## config.mk

```make
export PLATFORM = sky130hd
export DESIGN_NAME = fhp_host_port
export DESIGN_NICKNAME = d
export VERILOG_FILES = /design/src/logic/fhp_pkg.sv /design/src/logic/fhp_host_port.sv
export SDC_FILE = /design/constraint.sdc
export NUM_CORES = 1
export LEC_CHECK = 0
export ABC_CLOCK_PERIOD_IN_PS = 4450
export BUFFER_PORTS_ARGS = -buffer_cell sky130_fd_sc_hd__buf_2
export CORE_MARGIN = 10
export CORE_UTILIZATION = 41
export CTS_CLUSTER_DIAMETER = 200
export DETAILED_ROUTE_END_ITERATION = 16
export GPL_ROUTABILITY_DRIVEN = 0
export GPL_TIMING_DRIVEN = 0
export HOLD_SLACK_MARGIN = 0.08
export RECOVER_POWER = 50
export SYNTH_ARGS = -nofsm -noshare
export SYNTH_HDL_FRONTEND = slang
export SYNTH_SLANG_ARGS = --single-unit
```

## constraint.sdc

```tcl
create_clock -name mclk -period 4.45 [get_ports mclk]
set_input_delay 0.445 -clock mclk [delete_from_list [all_inputs] [get_ports mclk]]
set_output_delay 0.445 -clock mclk [all_outputs]
set_load 0.03 [all_outputs]
```

## src/logic/fhp_pkg.sv

```systemverilog
// package for the floppy controller host port: register codes, reset values, timing
package fhp_pkg;
   // ---------------------------------------------------------------
   // register select codes
   // ---------------------------------------------------------------
   localparam logic [1:0] SEL_STAT_CMD = 2'h0;
   localparam logic [1:0] SEL_TRACK    = 2'h1;
   localparam logic [1:0] SEL_SECTOR   = 2'h2;
   localparam logic [1:0] SEL_DATA     = 2'h3;
   // ---------------------------------------------------------------
   // reset values and field positions
   // ---------------------------------------------------------------
   localparam logic [7:0] CMD_RESET_VAL  = 8'h03;
   localparam logic [7:0] SECT_RESET_VAL = 8'h01;
   localparam logic [7:0] ZERO_BYTE      = 8'h00;
   localparam int         STAT_NRDY_BIT  = 7;
   localparam int         STAT_BUSY_BIT  = 0;
   // ---------------------------------------------------------------
   // timing
   // ---------------------------------------------------------------
   localparam int CLK_MHZ         = 200;
   localparam int RESET_MIN_US    = 50;
   localparam int RESET_MIN_CYC   = RESET_MIN_US * CLK_MHZ;
   localparam int CORE_CLK_KHZ    = 1000;
   localparam int CORE_DIV_CYC    = (CLK_MHZ * 1000) / CORE_CLK_KHZ;
   // ---------------------------------------------------------------
   // grouped bus strobes after synchronising
   // ---------------------------------------------------------------
   typedef struct packed {
      logic       sel;
      logic       rd;
      logic       wr;
      logic [1:0] addr;
   } fhp_strobe_s;
endpackage : fhp_pkg

```

## src/logic/fhp_host_port.sv

```systemverilog
// host port of the floppy controller: registers, strobes, request and interrupt lines
// Functional notes
// - reset low 50 us forces command 03
// - not-ready status bit cleared during reset
// - restore command starts on reset release
// - sector register loads 01 on release
// - select and write strobe capture bus byte
// - select and read strobe drive register
// - code decode: status/command, track, sector, data
// - strobes ignored unless device selected
// - bus driven only during read strobes
// - build option inverts bus both directions
// - request set on byte ready or empty
// - servicing data register drops the request
// - interrupt raised when operation completes
// - interrupt cleared by command write, status read
// - command write-only, status read-only
module fhp_host_port #(
   parameter bit          INVERT_BUS    = 1'b1,
   parameter int unsigned RESET_MIN_CYC = fhp_pkg::RESET_MIN_CYC
) (
   input  wire logic       mclk,
   input  wire logic       rst_b,
   input  wire logic       clk_en,
   input  wire logic       power_on_clear_n,
   input  wire logic       chip_sel_n,
   input  wire logic       output_strobe_n,
   input  wire logic       input_strobe_n,
   input  wire logic       reg_pick_low,
   input  wire logic       reg_pick_high,
   input  wire logic [7:0] host_bus_lines_in,
   output logic      [7:0] host_bus_lines_out,
   output logic      [7:0] host_bus_lines_oe,
   input  wire logic       op_done,
   input  wire logic       op_busy,
   input  wire logic       drive_not_ready,
   input  wire logic [6:0] core_status,
   input  wire logic       core_byte_valid,
   input  wire logic [7:0] core_byte,
   input  wire logic       core_byte_take,
   input  wire logic       xfer_dir_write,
   input  wire logic       xfer_active,
   output logic      [7:0] command_out,
   output logic            command_new,
   output logic            restore_start,
   output logic      [7:0] track_out,
   output logic      [7:0] sector_out,
   output logic      [7:0] hold_buffer_out,
   output logic            reset_long_enough,
   output logic            xfer_req,
   output logic            xfer_req_oe,
   output logic            irq_line,
   output logic            irq_line_oe
);
   // ---------------------------------------------------------------
   // parameter checks
   // ---------------------------------------------------------------
   if (RESET_MIN_CYC < 1) begin : g_bad_reset_cyc
      $error("reset hold count must be at least one cycle");
   end

   // ---------------------------------------------------------------
   // reset release and pin synchronisers
   // ---------------------------------------------------------------
   logic       rst_s1_ff;
   logic       rst_s2_ff;
   logic [4:0] pin_s1_ff;
   logic [4:0] pin_s2_ff;
   logic [7:0] bus_s1_ff;
   logic [7:0] bus_s2_ff;
   logic       pc_s1_ff;
   logic       pc_s2_ff;
   logic       pc_prev_ff;
   wire logic  rst_n = rst_s2_ff;

   always_ff @(posedge mclk or negedge rst_b) begin
      if (!rst_b) begin
         rst_s1_ff <= 1'b0;
         rst_s2_ff <= 1'b0;
      end else begin
         rst_s1_ff <= 1'b1;
         rst_s2_ff <= rst_s1_ff;
      end
   end

   // strobes pass two flops before any side effect
   always_ff @(posedge mclk or negedge rst_n) begin
      if (!rst_n) begin
         pin_s1_ff <= 5'h1F;
         pin_s2_ff <= 5'h1F;
         bus_s1_ff <= 8'h00;
         bus_s2_ff <= 8'h00;
         pc_s1_ff  <= 1'b0;
         pc_s2_ff  <= 1'b0;
      end else if (clk_en) begin
         pin_s1_ff <= {chip_sel_n, output_strobe_n, input_strobe_n, reg_pick_high, reg_pick_low};
         pin_s2_ff <= pin_s1_ff;
         bus_s1_ff <= host_bus_lines_in;
         bus_s2_ff <= bus_s1_ff;
         pc_s1_ff  <= power_on_clear_n;
         pc_s2_ff  <= pc_s1_ff;
      end
   end

   fhp_pkg::fhp_strobe_s stb;
   always_comb begin
      stb.sel  = ~pin_s2_ff[4];
      stb.rd   = stb.sel & ~pin_s2_ff[3];
      stb.wr   = stb.sel & ~pin_s2_ff[2] & pin_s2_ff[3];
      stb.addr = pin_s2_ff[1:0];
   end

   // bus byte as seen inside, polarity per build option
   logic [7:0] bus_in_true;
   assign bus_in_true = INVERT_BUS ? ~bus_s2_ff : bus_s2_ff;

   // edge detection on synchronised strobes
   logic rd_prev_ff;
   logic wr_prev_ff;
   logic rd_end;
   logic wr_rise;
   always_ff @(posedge mclk or negedge rst_n) begin
      if (!rst_n) begin
         rd_prev_ff <= 1'b0;
         wr_prev_ff <= 1'b0;
         pc_prev_ff <= 1'b0;
      end else if (clk_en) begin
         rd_prev_ff <= stb.rd;
         wr_prev_ff <= stb.wr;
         pc_prev_ff <= pc_s2_ff;
      end
   end
   // read side effects act when the strobe ends so the byte is not lost mid-read
   assign rd_end  = rd_prev_ff & ~stb.rd;
   assign wr_rise = stb.wr & ~wr_prev_ff;

   logic [1:0] rd_addr_ff;
   always_ff @(posedge mclk or negedge rst_n) begin
      if (!rst_n) begin
         rd_addr_ff <= 2'h0;
      end else if (clk_en && stb.rd) begin
         rd_addr_ff <= stb.addr;
      end
   end

   // ---------------------------------------------------------------
   // master reset hold timer
   // ---------------------------------------------------------------
   logic        pc_active;
   logic [31:0] pc_cnt_ff;
   logic        restore_ff;
   assign pc_active = ~pc_s2_ff;

   always_ff @(posedge mclk or negedge rst_n) begin
      if (!rst_n) begin
         pc_cnt_ff <= 32'h0;
      end else if (clk_en) begin
         if (!pc_active) begin
            pc_cnt_ff <= 32'h0;
         end else if (pc_cnt_ff < RESET_MIN_CYC) begin
            pc_cnt_ff <= pc_cnt_ff + 32'h1;
         end
      end
   end
   assign reset_long_enough = (pc_cnt_ff >= RESET_MIN_CYC);

   // ---------------------------------------------------------------
   // command register
   // ---------------------------------------------------------------
   logic [7:0] command_ff;
   logic       command_new_ff;
   always_ff @(posedge mclk or negedge rst_n) begin
      if (!rst_n) begin
         command_ff     <= fhp_pkg::CMD_RESET_VAL;
         command_new_ff <= 1'b0;
      end else if (clk_en) begin
         command_new_ff <= 1'b0;
         if (pc_active) begin
            command_ff <= fhp_pkg::CMD_RESET_VAL;
         end else if (wr_rise && stb.addr == fhp_pkg::SEL_STAT_CMD) begin
            command_ff     <= bus_in_true;
            command_new_ff <= 1'b1;
         end
      end
   end
   assign command_out = command_ff;
   assign command_new = command_new_ff;

   // restore pulse on release, drive ready not consulted
   always_ff @(posedge mclk or negedge rst_n) begin
      if (!rst_n) begin
         restore_ff <= 1'b0;
      end else if (clk_en) begin
         restore_ff <= pc_s2_ff & ~pc_prev_ff;
      end
   end
   assign restore_start = restore_ff;

   // ---------------------------------------------------------------
   // track and sector registers
   // ---------------------------------------------------------------
   logic [7:0] track_ff;
   logic [7:0] sector_ff;
   always_ff @(posedge mclk or negedge rst_n) begin
      if (!rst_n) begin
         track_ff <= fhp_pkg::ZERO_BYTE;
      end else if (clk_en && !pc_active && wr_rise && stb.addr == fhp_pkg::SEL_TRACK) begin
         track_ff <= bus_in_true;
      end
   end

   always_ff @(posedge mclk or negedge rst_n) begin
      if (!rst_n) begin
         sector_ff <= fhp_pkg::SECT_RESET_VAL;
      end else if (clk_en) begin
         if (pc_s2_ff && !pc_prev_ff) begin
            sector_ff <= fhp_pkg::SECT_RESET_VAL;
         end else if (!pc_active && wr_rise && stb.addr == fhp_pkg::SEL_SECTOR) begin
            sector_ff <= bus_in_true;
         end
      end
   end
   assign track_out  = track_ff;
   assign sector_out = sector_ff;

   // ---------------------------------------------------------------
   // data holding register and transfer request
   // ---------------------------------------------------------------
   logic [7:0] hold_ff;
   logic       req_ff;
   logic       data_wr;
   logic       data_rd;
   assign data_wr = wr_rise && stb.addr == fhp_pkg::SEL_DATA && !pc_active;
   assign data_rd = rd_end && rd_addr_ff == fhp_pkg::SEL_DATA && !pc_active;

   // core load and host write share the holder; core wins as it cannot wait
   always_ff @(posedge mclk or negedge rst_n) begin
      if (!rst_n) begin
         hold_ff <= fhp_pkg::ZERO_BYTE;
      end else if (clk_en) begin
         if (core_byte_valid && !xfer_dir_write) begin
            hold_ff <= core_byte;
         end else if (data_wr) begin
            hold_ff <= bus_in_true;
         end
      end
   end
   assign hold_buffer_out = hold_ff;

   // set wins over service in the same cycle
   always_ff @(posedge mclk or negedge rst_n) begin
      if (!rst_n) begin
         req_ff <= 1'b0;
      end else if (clk_en) begin
         if (pc_active || !xfer_active) begin
            req_ff <= 1'b0;
         end else if ((!xfer_dir_write && core_byte_valid) || (xfer_dir_write && core_byte_take)) begin
            req_ff <= 1'b1;
         end else if ((!xfer_dir_write && data_rd) || (xfer_dir_write && data_wr)) begin
            req_ff <= 1'b0;
         end
      end
   end
   // open drain: pull low when idle, release when asserted
   assign xfer_req    = 1'b0;
   assign xfer_req_oe = ~req_ff;

   // ---------------------------------------------------------------
   // interrupt request
   // ---------------------------------------------------------------
   logic irq_ff;
   logic stat_rd;
   assign stat_rd = rd_end && rd_addr_ff == fhp_pkg::SEL_STAT_CMD;
   always_ff @(posedge mclk or negedge rst_n) begin
      if (!rst_n) begin
         irq_ff <= 1'b0;
      end else if (clk_en) begin
         if (pc_active) begin
            irq_ff <= 1'b0;
         end else if (op_done) begin
            irq_ff <= 1'b1;
         end else if (command_new_ff || stat_rd) begin
            irq_ff <= 1'b0;
         end
      end
   end
   assign irq_line    = 1'b0;
   assign irq_line_oe = ~irq_ff;

   // ---------------------------------------------------------------
   // read path
   // ---------------------------------------------------------------
   logic [7:0] status_val;
   logic [7:0] rd_mux;
   logic [7:0] bus_out_ff;
   logic       bus_oe_ff;
   always_comb begin
      status_val                          = {1'b0, core_status};
      status_val[fhp_pkg::STAT_NRDY_BIT]  = drive_not_ready & ~pc_active;
      status_val[fhp_pkg::STAT_BUSY_BIT]  = op_busy | core_status[fhp_pkg::STAT_BUSY_BIT];
      unique case (stb.addr)
         fhp_pkg::SEL_STAT_CMD: rd_mux = status_val;
         fhp_pkg::SEL_TRACK:    rd_mux = track_ff;
         fhp_pkg::SEL_SECTOR:   rd_mux = sector_ff;
         fhp_pkg::SEL_DATA:     rd_mux = hold_ff;
      endcase
   end

   always_ff @(posedge mclk or negedge rst_n) begin
      if (!rst_n) begin
         bus_out_ff <= 8'h00;
         bus_oe_ff  <= 1'b0;
      end else if (clk_en) begin
         bus_oe_ff  <= stb.rd;
         bus_out_ff <= INVERT_BUS ? ~rd_mux : rd_mux;
      end
   end
   assign host_bus_lines_out = bus_out_ff;
   assign host_bus_lines_oe  = {8{bus_oe_ff}};

   // ---------------------------------------------------------------
   // checks
   // ---------------------------------------------------------------
   bus_drive_read_a: assert property (@(posedge mclk) disable iff (!rst_n)
      clk_en |=> (host_bus_lines_oe[0] == $past(stb.rd)))
      else $error("bus drive does not follow read strobe");
   cmd_reset_val_a: assert property (@(posedge mclk) disable iff (!rst_n)
      (clk_en && pc_active) |=> command_out == 8'h03)
      else $error("command not forced during master reset");
   sector_release_a: assert property (@(posedge mclk) disable iff (!rst_n)
      (clk_en && pc_s2_ff && !pc_prev_ff) |=> sector_out == 8'h01)
      else $error("sector not loaded on release");
   restore_pulse_a: assert property (@(posedge mclk) disable iff (!rst_n)
      (clk_en && pc_s2_ff && !pc_prev_ff) |=> restore_start ##1 (!restore_start || !$past(clk_en)))
      else $error("restore not started on release");
   irq_set_done_a: assert property (@(posedge mclk) disable iff (!rst_n)
      (clk_en && op_done && !pc_active) |=> !irq_line_oe)
      else $error("interrupt not raised on completion");
   irq_clear_stat_a: assert property (@(posedge mclk) disable iff (!rst_n)
      (clk_en && stat_rd && !op_done && !pc_active) |=> irq_line_oe)
      else $error("interrupt not cleared by status read");
   notready_reset_a: assert property (@(posedge mclk) disable iff (!rst_n)
      pc_active |-> !status_val[7])
      else $error("not ready shown during reset");
   req_service_a: assert property (@(posedge mclk) disable iff (!rst_n)
      (clk_en && xfer_active && !xfer_dir_write && data_rd && !core_byte_valid && !pc_active)
      |=> xfer_req_oe)
      else $error("request not dropped after service");
   unselected_a: assert property (@(posedge mclk) disable iff (!rst_n)
      (clk_en && pin_s2_ff[4]) |=> !host_bus_lines_oe[0])
      else $error("bus driven while not selected");
endmodule : fhp_host_port

```

==> impl_metrics.py <==
metrics = {
    "timing": {
        "final-max-slew-violation-count": 112,
        "setup_viol": 0,
        "final_ws_setup_ps": 1371,
        "worst_case_clock_skew_ps": 7.787,
        "max_clock_freq_mhz": 324.8,
        "timing.final.crit_share": 0.6920,
        "unrepaired_setup_endpoints_after_global_routing": "false",
        "transition_time_at_the_pin_with_the_least_slew_margin_ps": 1673,
        "worst_slew_margin_rel": -0.1151,
        "layout_min_cycle_time_ps": 3079,
        "number_of_hold_violations_in_the_final_report": 0,
    },
    "critical_path": {
        "delay_heaviest_family_cp": "flip-flops",
        "rr_worst_depth": 1,
        "timing.critical_path.to": "pc_cnt_ff[9]$_DFFE_PN0P_",
        "worstSetupPathDepth": 1,
        "critical_path.reg2reg.startpoint": "rst_n$_DFF_PN0_",
        "criticalPathCategory": "flop to asynchronous set/reset pin",
        "crit_fanout": 68,
        "endpoint_kind": "asynchronous set/reset pin",
        "critical_path_data_arrival_time_ps": 3230,
        "slowest_delay_ps": 1440,
        "crit_path_start_kind": "flop",
        "reg2reg_setup_slack_ps": 1370,
        "r2r_end": "pc_cnt_ff[9]$_DFFE_PN0P_",
        "cp_data_required_time_ps": 4600,
        "worst_setup_path_startpoint": "rst_n$_DFF_PN0_",
        "critical_path.cell_chain": "clkbuf_2",
        "crit_slowest_cell": "sky130_fd_sc_hd__dfrtp_1",
        "worstPathBufferInverterCount": 1,
    },
    "drt": {
        "remaining_drc_errors": 0,
        "routed_wire_length_per_instance_um": 18.09,
        "viasPerCell": 5.236,
        "detail_route.iter0.violations": 216,
        "antenna_violating_nets_post_route": 0,
        "routed_wirelength_um": 11900,
        "num_vias": 3445,
        "firstDrtPassIters": 5,
    },
    "run": {
        "max-cap-violations": 2,
    },
    "global_routing": {
        "grt_max_degree": 69,
        "globalRouteTotalUtil": 0.1477,
        "grt_pass1_wl_um": 19230,
        "initial_antenna_violation_count": 0,
        "first_global_vias": 3643,
        "gr-total-overflow": 0,
    },
    "yosys": {
        "synth.yosys.seq_area_share": 0.5859,
        "syn_area_per_cell_sq_um": 11.77,
        "yosys_warnings": 0,
        "synth-async-reset-ratio": 1.000,
        "ys_dominant_reg_cell": "sky130_fd_sc_hd__dfrtp_1",
        "postSynthRegisterBits": 111,
        "synth.distinct_cells": 51,
        "synth_top_area_share": 0.5143,
        "synth_largest_area_cell": "sky130_fd_sc_hd__dfrtp_1",
        "synth_cells": 405,
        "number_of_synthesized_flops_with_an_enable_pin": 0,
        "cell_types_with_the_largest_area_share_after_synthesis": "sky130_fd_sc_hd__dfrtp_1, sky130_fd_sc_hd__mux2_2, sky130_fd_sc_hd__dfstp_2",
        "syn-cell-area_sq_um": 4768,
    },
    "clocking": {
        "cts_max_level": 3,
        "register_clock_pin_slew_on_the_reported_worst_setup_and_hold_paths_ps": 70,
        "inserted_clock_buffers": 9,
        "cts_root_buf": "sky130_fd_sc_hd__clkbuf_16",
        "clock-sinks": 111,
        "worstSkewPairLatency_ps": 350,
        "tritoncts_clock_tree": "yes",
        "clk_path_buf_depth": 2,
        "cts_resized": 0,
    },
    "pwr": {
        "pwr_density_cell_nw_per_um2": 454.0,
        "sequentialPowerShare": 0.479,
        "power_report.internal_total_w": 0.001770,
        "power.net_switching_w": 0.0008164,
        "p_leak_nw": 2.655,
        "vdd.ir_drop.worst_mv": 0.2626,
        "power.share.combinational": 0.203,
        "power.share.switching": 0.3156,
        "power_frac_clock": 0.318,
    },
    "min_path": {
        "worst_hold_path_type": "primary input to flop",
    },
    "floorplan": {
        "io_pins": 94,
        "die_h_um": 127.8,
        "core_area_sq_um": 11420,
        "die_area_sq_um": 16340,
        "initial_core_util": 0.4176,
        "count_of_standard_cell_rows": 39,
        "dieWidth_um": 127.8,
    },
    "outcome": {
        "run_status": "complete, but fails checks",
        "failed_checks": "max-capacitance violations, max-slew violations",
    },
    "placement": {
        "dp_hpwl_um": 8718,
        "dp_cells": 641,
        "dp_slack_ps": 1941,
        "buffer_ports.inserted": 91,
    },
    "final_layout": {
        "final_layout_size_suffix_gt1_frac": 0.2990,
        "number_of_standard_cells_in_the_final_layout_excluding_fillers": 658,
        "layout_commonest_cell": "sky130_fd_sc_hd__dfrtp_1",
        "most-common-layout-cells": "sky130_fd_sc_hd__dfrtp_1, sky130_fd_sc_hd__buf_2, sky130_fd_sc_hd__clkbuf_1, sky130_fd_sc_hd__mux2_2, sky130_fd_sc_hd__nor2_1",
        "layout-area-overhead-vs-synth_pct": 19.47,
        "finish.net_count": 551,
        "antenna_cells": 0,
    },
}
-- what timing repair did --
action                     in CTS  in global routing
setup buffers                   0                  0
setup endpoints to repair       0                  0
hold endpoints to repair        2                  0
hold buffers                    1                  0
-- power groups by stage --
| stage | registers (W) | clock network [W] | logic (W) |
|---|---|---|---|
| after floorplan | 0.00136 | 0 | 0.000250 |
| after global placement | 0.00127 | 0 | 0.000518 |
| after detailed placement | 0.00126 | 0 | 0.000543 |
| after CTS | 0.00124 | 0.000853 | 0.000545 |
| after global routing | 0.00126 | 0.000881 | 0.000571 |
| final | 0.00124 | 0.000823 | 0.000524 |
-- area by class of cell --
type                    instances  area (sq um)
fillers                      1087          5722
flip-flops and latches        111          2794
multi-input cells             247          1760
repair buffers                 93         442.9
clock buffers                   9         225.2
well taps                     143         178.9
plain buffers                  33         161.4
clock inverters                 7         77.57
inverters                      15         56.30
-- worst min path at each step --
stage	slack, ps	cells after the start	endpoint	from
2_1_floorplan	150	0	rst_n$_DFF_PN0_	rst_b
3_3_place_gp	230	1	rst_s1_ff$_DFF_PN0_	rst_b
3_5_place_dp	230	1	rst_s1_ff$_DFF_PN0_	rst_b
4_1_cts	310	2	bus_s1_ff[0]$_DFFE_PN0P_	host_bus_lines_in[0]
5_1_grt	330	2	pin_s1_ff[1]$_DFFE_PN1P_	reg_pick_high
6_report	320	2	pin_s1_ff[4]$_DFFE_PN1P_	chip_sel_n
-- registers in the layout, indices dropped and copies added, names as in the netlist, 8 cells and up --
name	count
hold_buffer_out	8
host_bus_lines_out	8
bus_s1_ff	8
pc_cnt_ff	32
bus_s2_ff	8
sector_out	8
track_out	8
command_out	8
-- metrics by stage --
stage               TNS (ps)  hold slack, ps  utilization  total power (W)  cell area [sq um]
floorplan                  0           149.4            -         0.001609               4772
global placement       -7082           230.7       0.4735         0.001784               5406
detailed placement         0           232.5       0.4762         0.001803               5438
CTS                        0           311.7       0.5036         0.002638               5751
global route               0           326.8       0.4989         0.002711               5697
finish                     0           324.3       0.4989         0.002586               5697
-- per-layer routing --
layer | up-vias | part of all wire | GRT usage
met5 | - | 0 | 0
met4 | 0 | 0.014 | 0.04503
met3 | 10 | 0.068 | 0.04880
met2 | 87 | 0.47 | 0.2264
met1 | 1719 | 0.45 | 0.1940
li1 | 1629 | - | -
-- synthesized netlist by cell type (all sizes together) (5+ instances only) --
cell	number
a21oi	26
and2	19
buf	16
clkbuf	17
dfrtp	98
dfstp	13
inv	15
mux2	31
mux4	8
nand2	29
nand4	6
nor2	30
nor3	5
o21ai	19
o2bb2ai	14
-- kinds of logic (layout without fill, tap and decap cells) --
logic type	count (synthesis)	in the layout	synth area share
other	2	3	0.001575
and+or+nand+nor	113	113	0.1178
adders and majority gates	2	2	0.005247
DFF	111	111	0.5859
AOI/OAI and AO/OA	85	85	0.1233
buffers and inverters	48	157	0.04566
muxes	40	40	0.1131
xor gates and xnor gates	4	4	0.007346
Power figures use the tool's default switching activity.
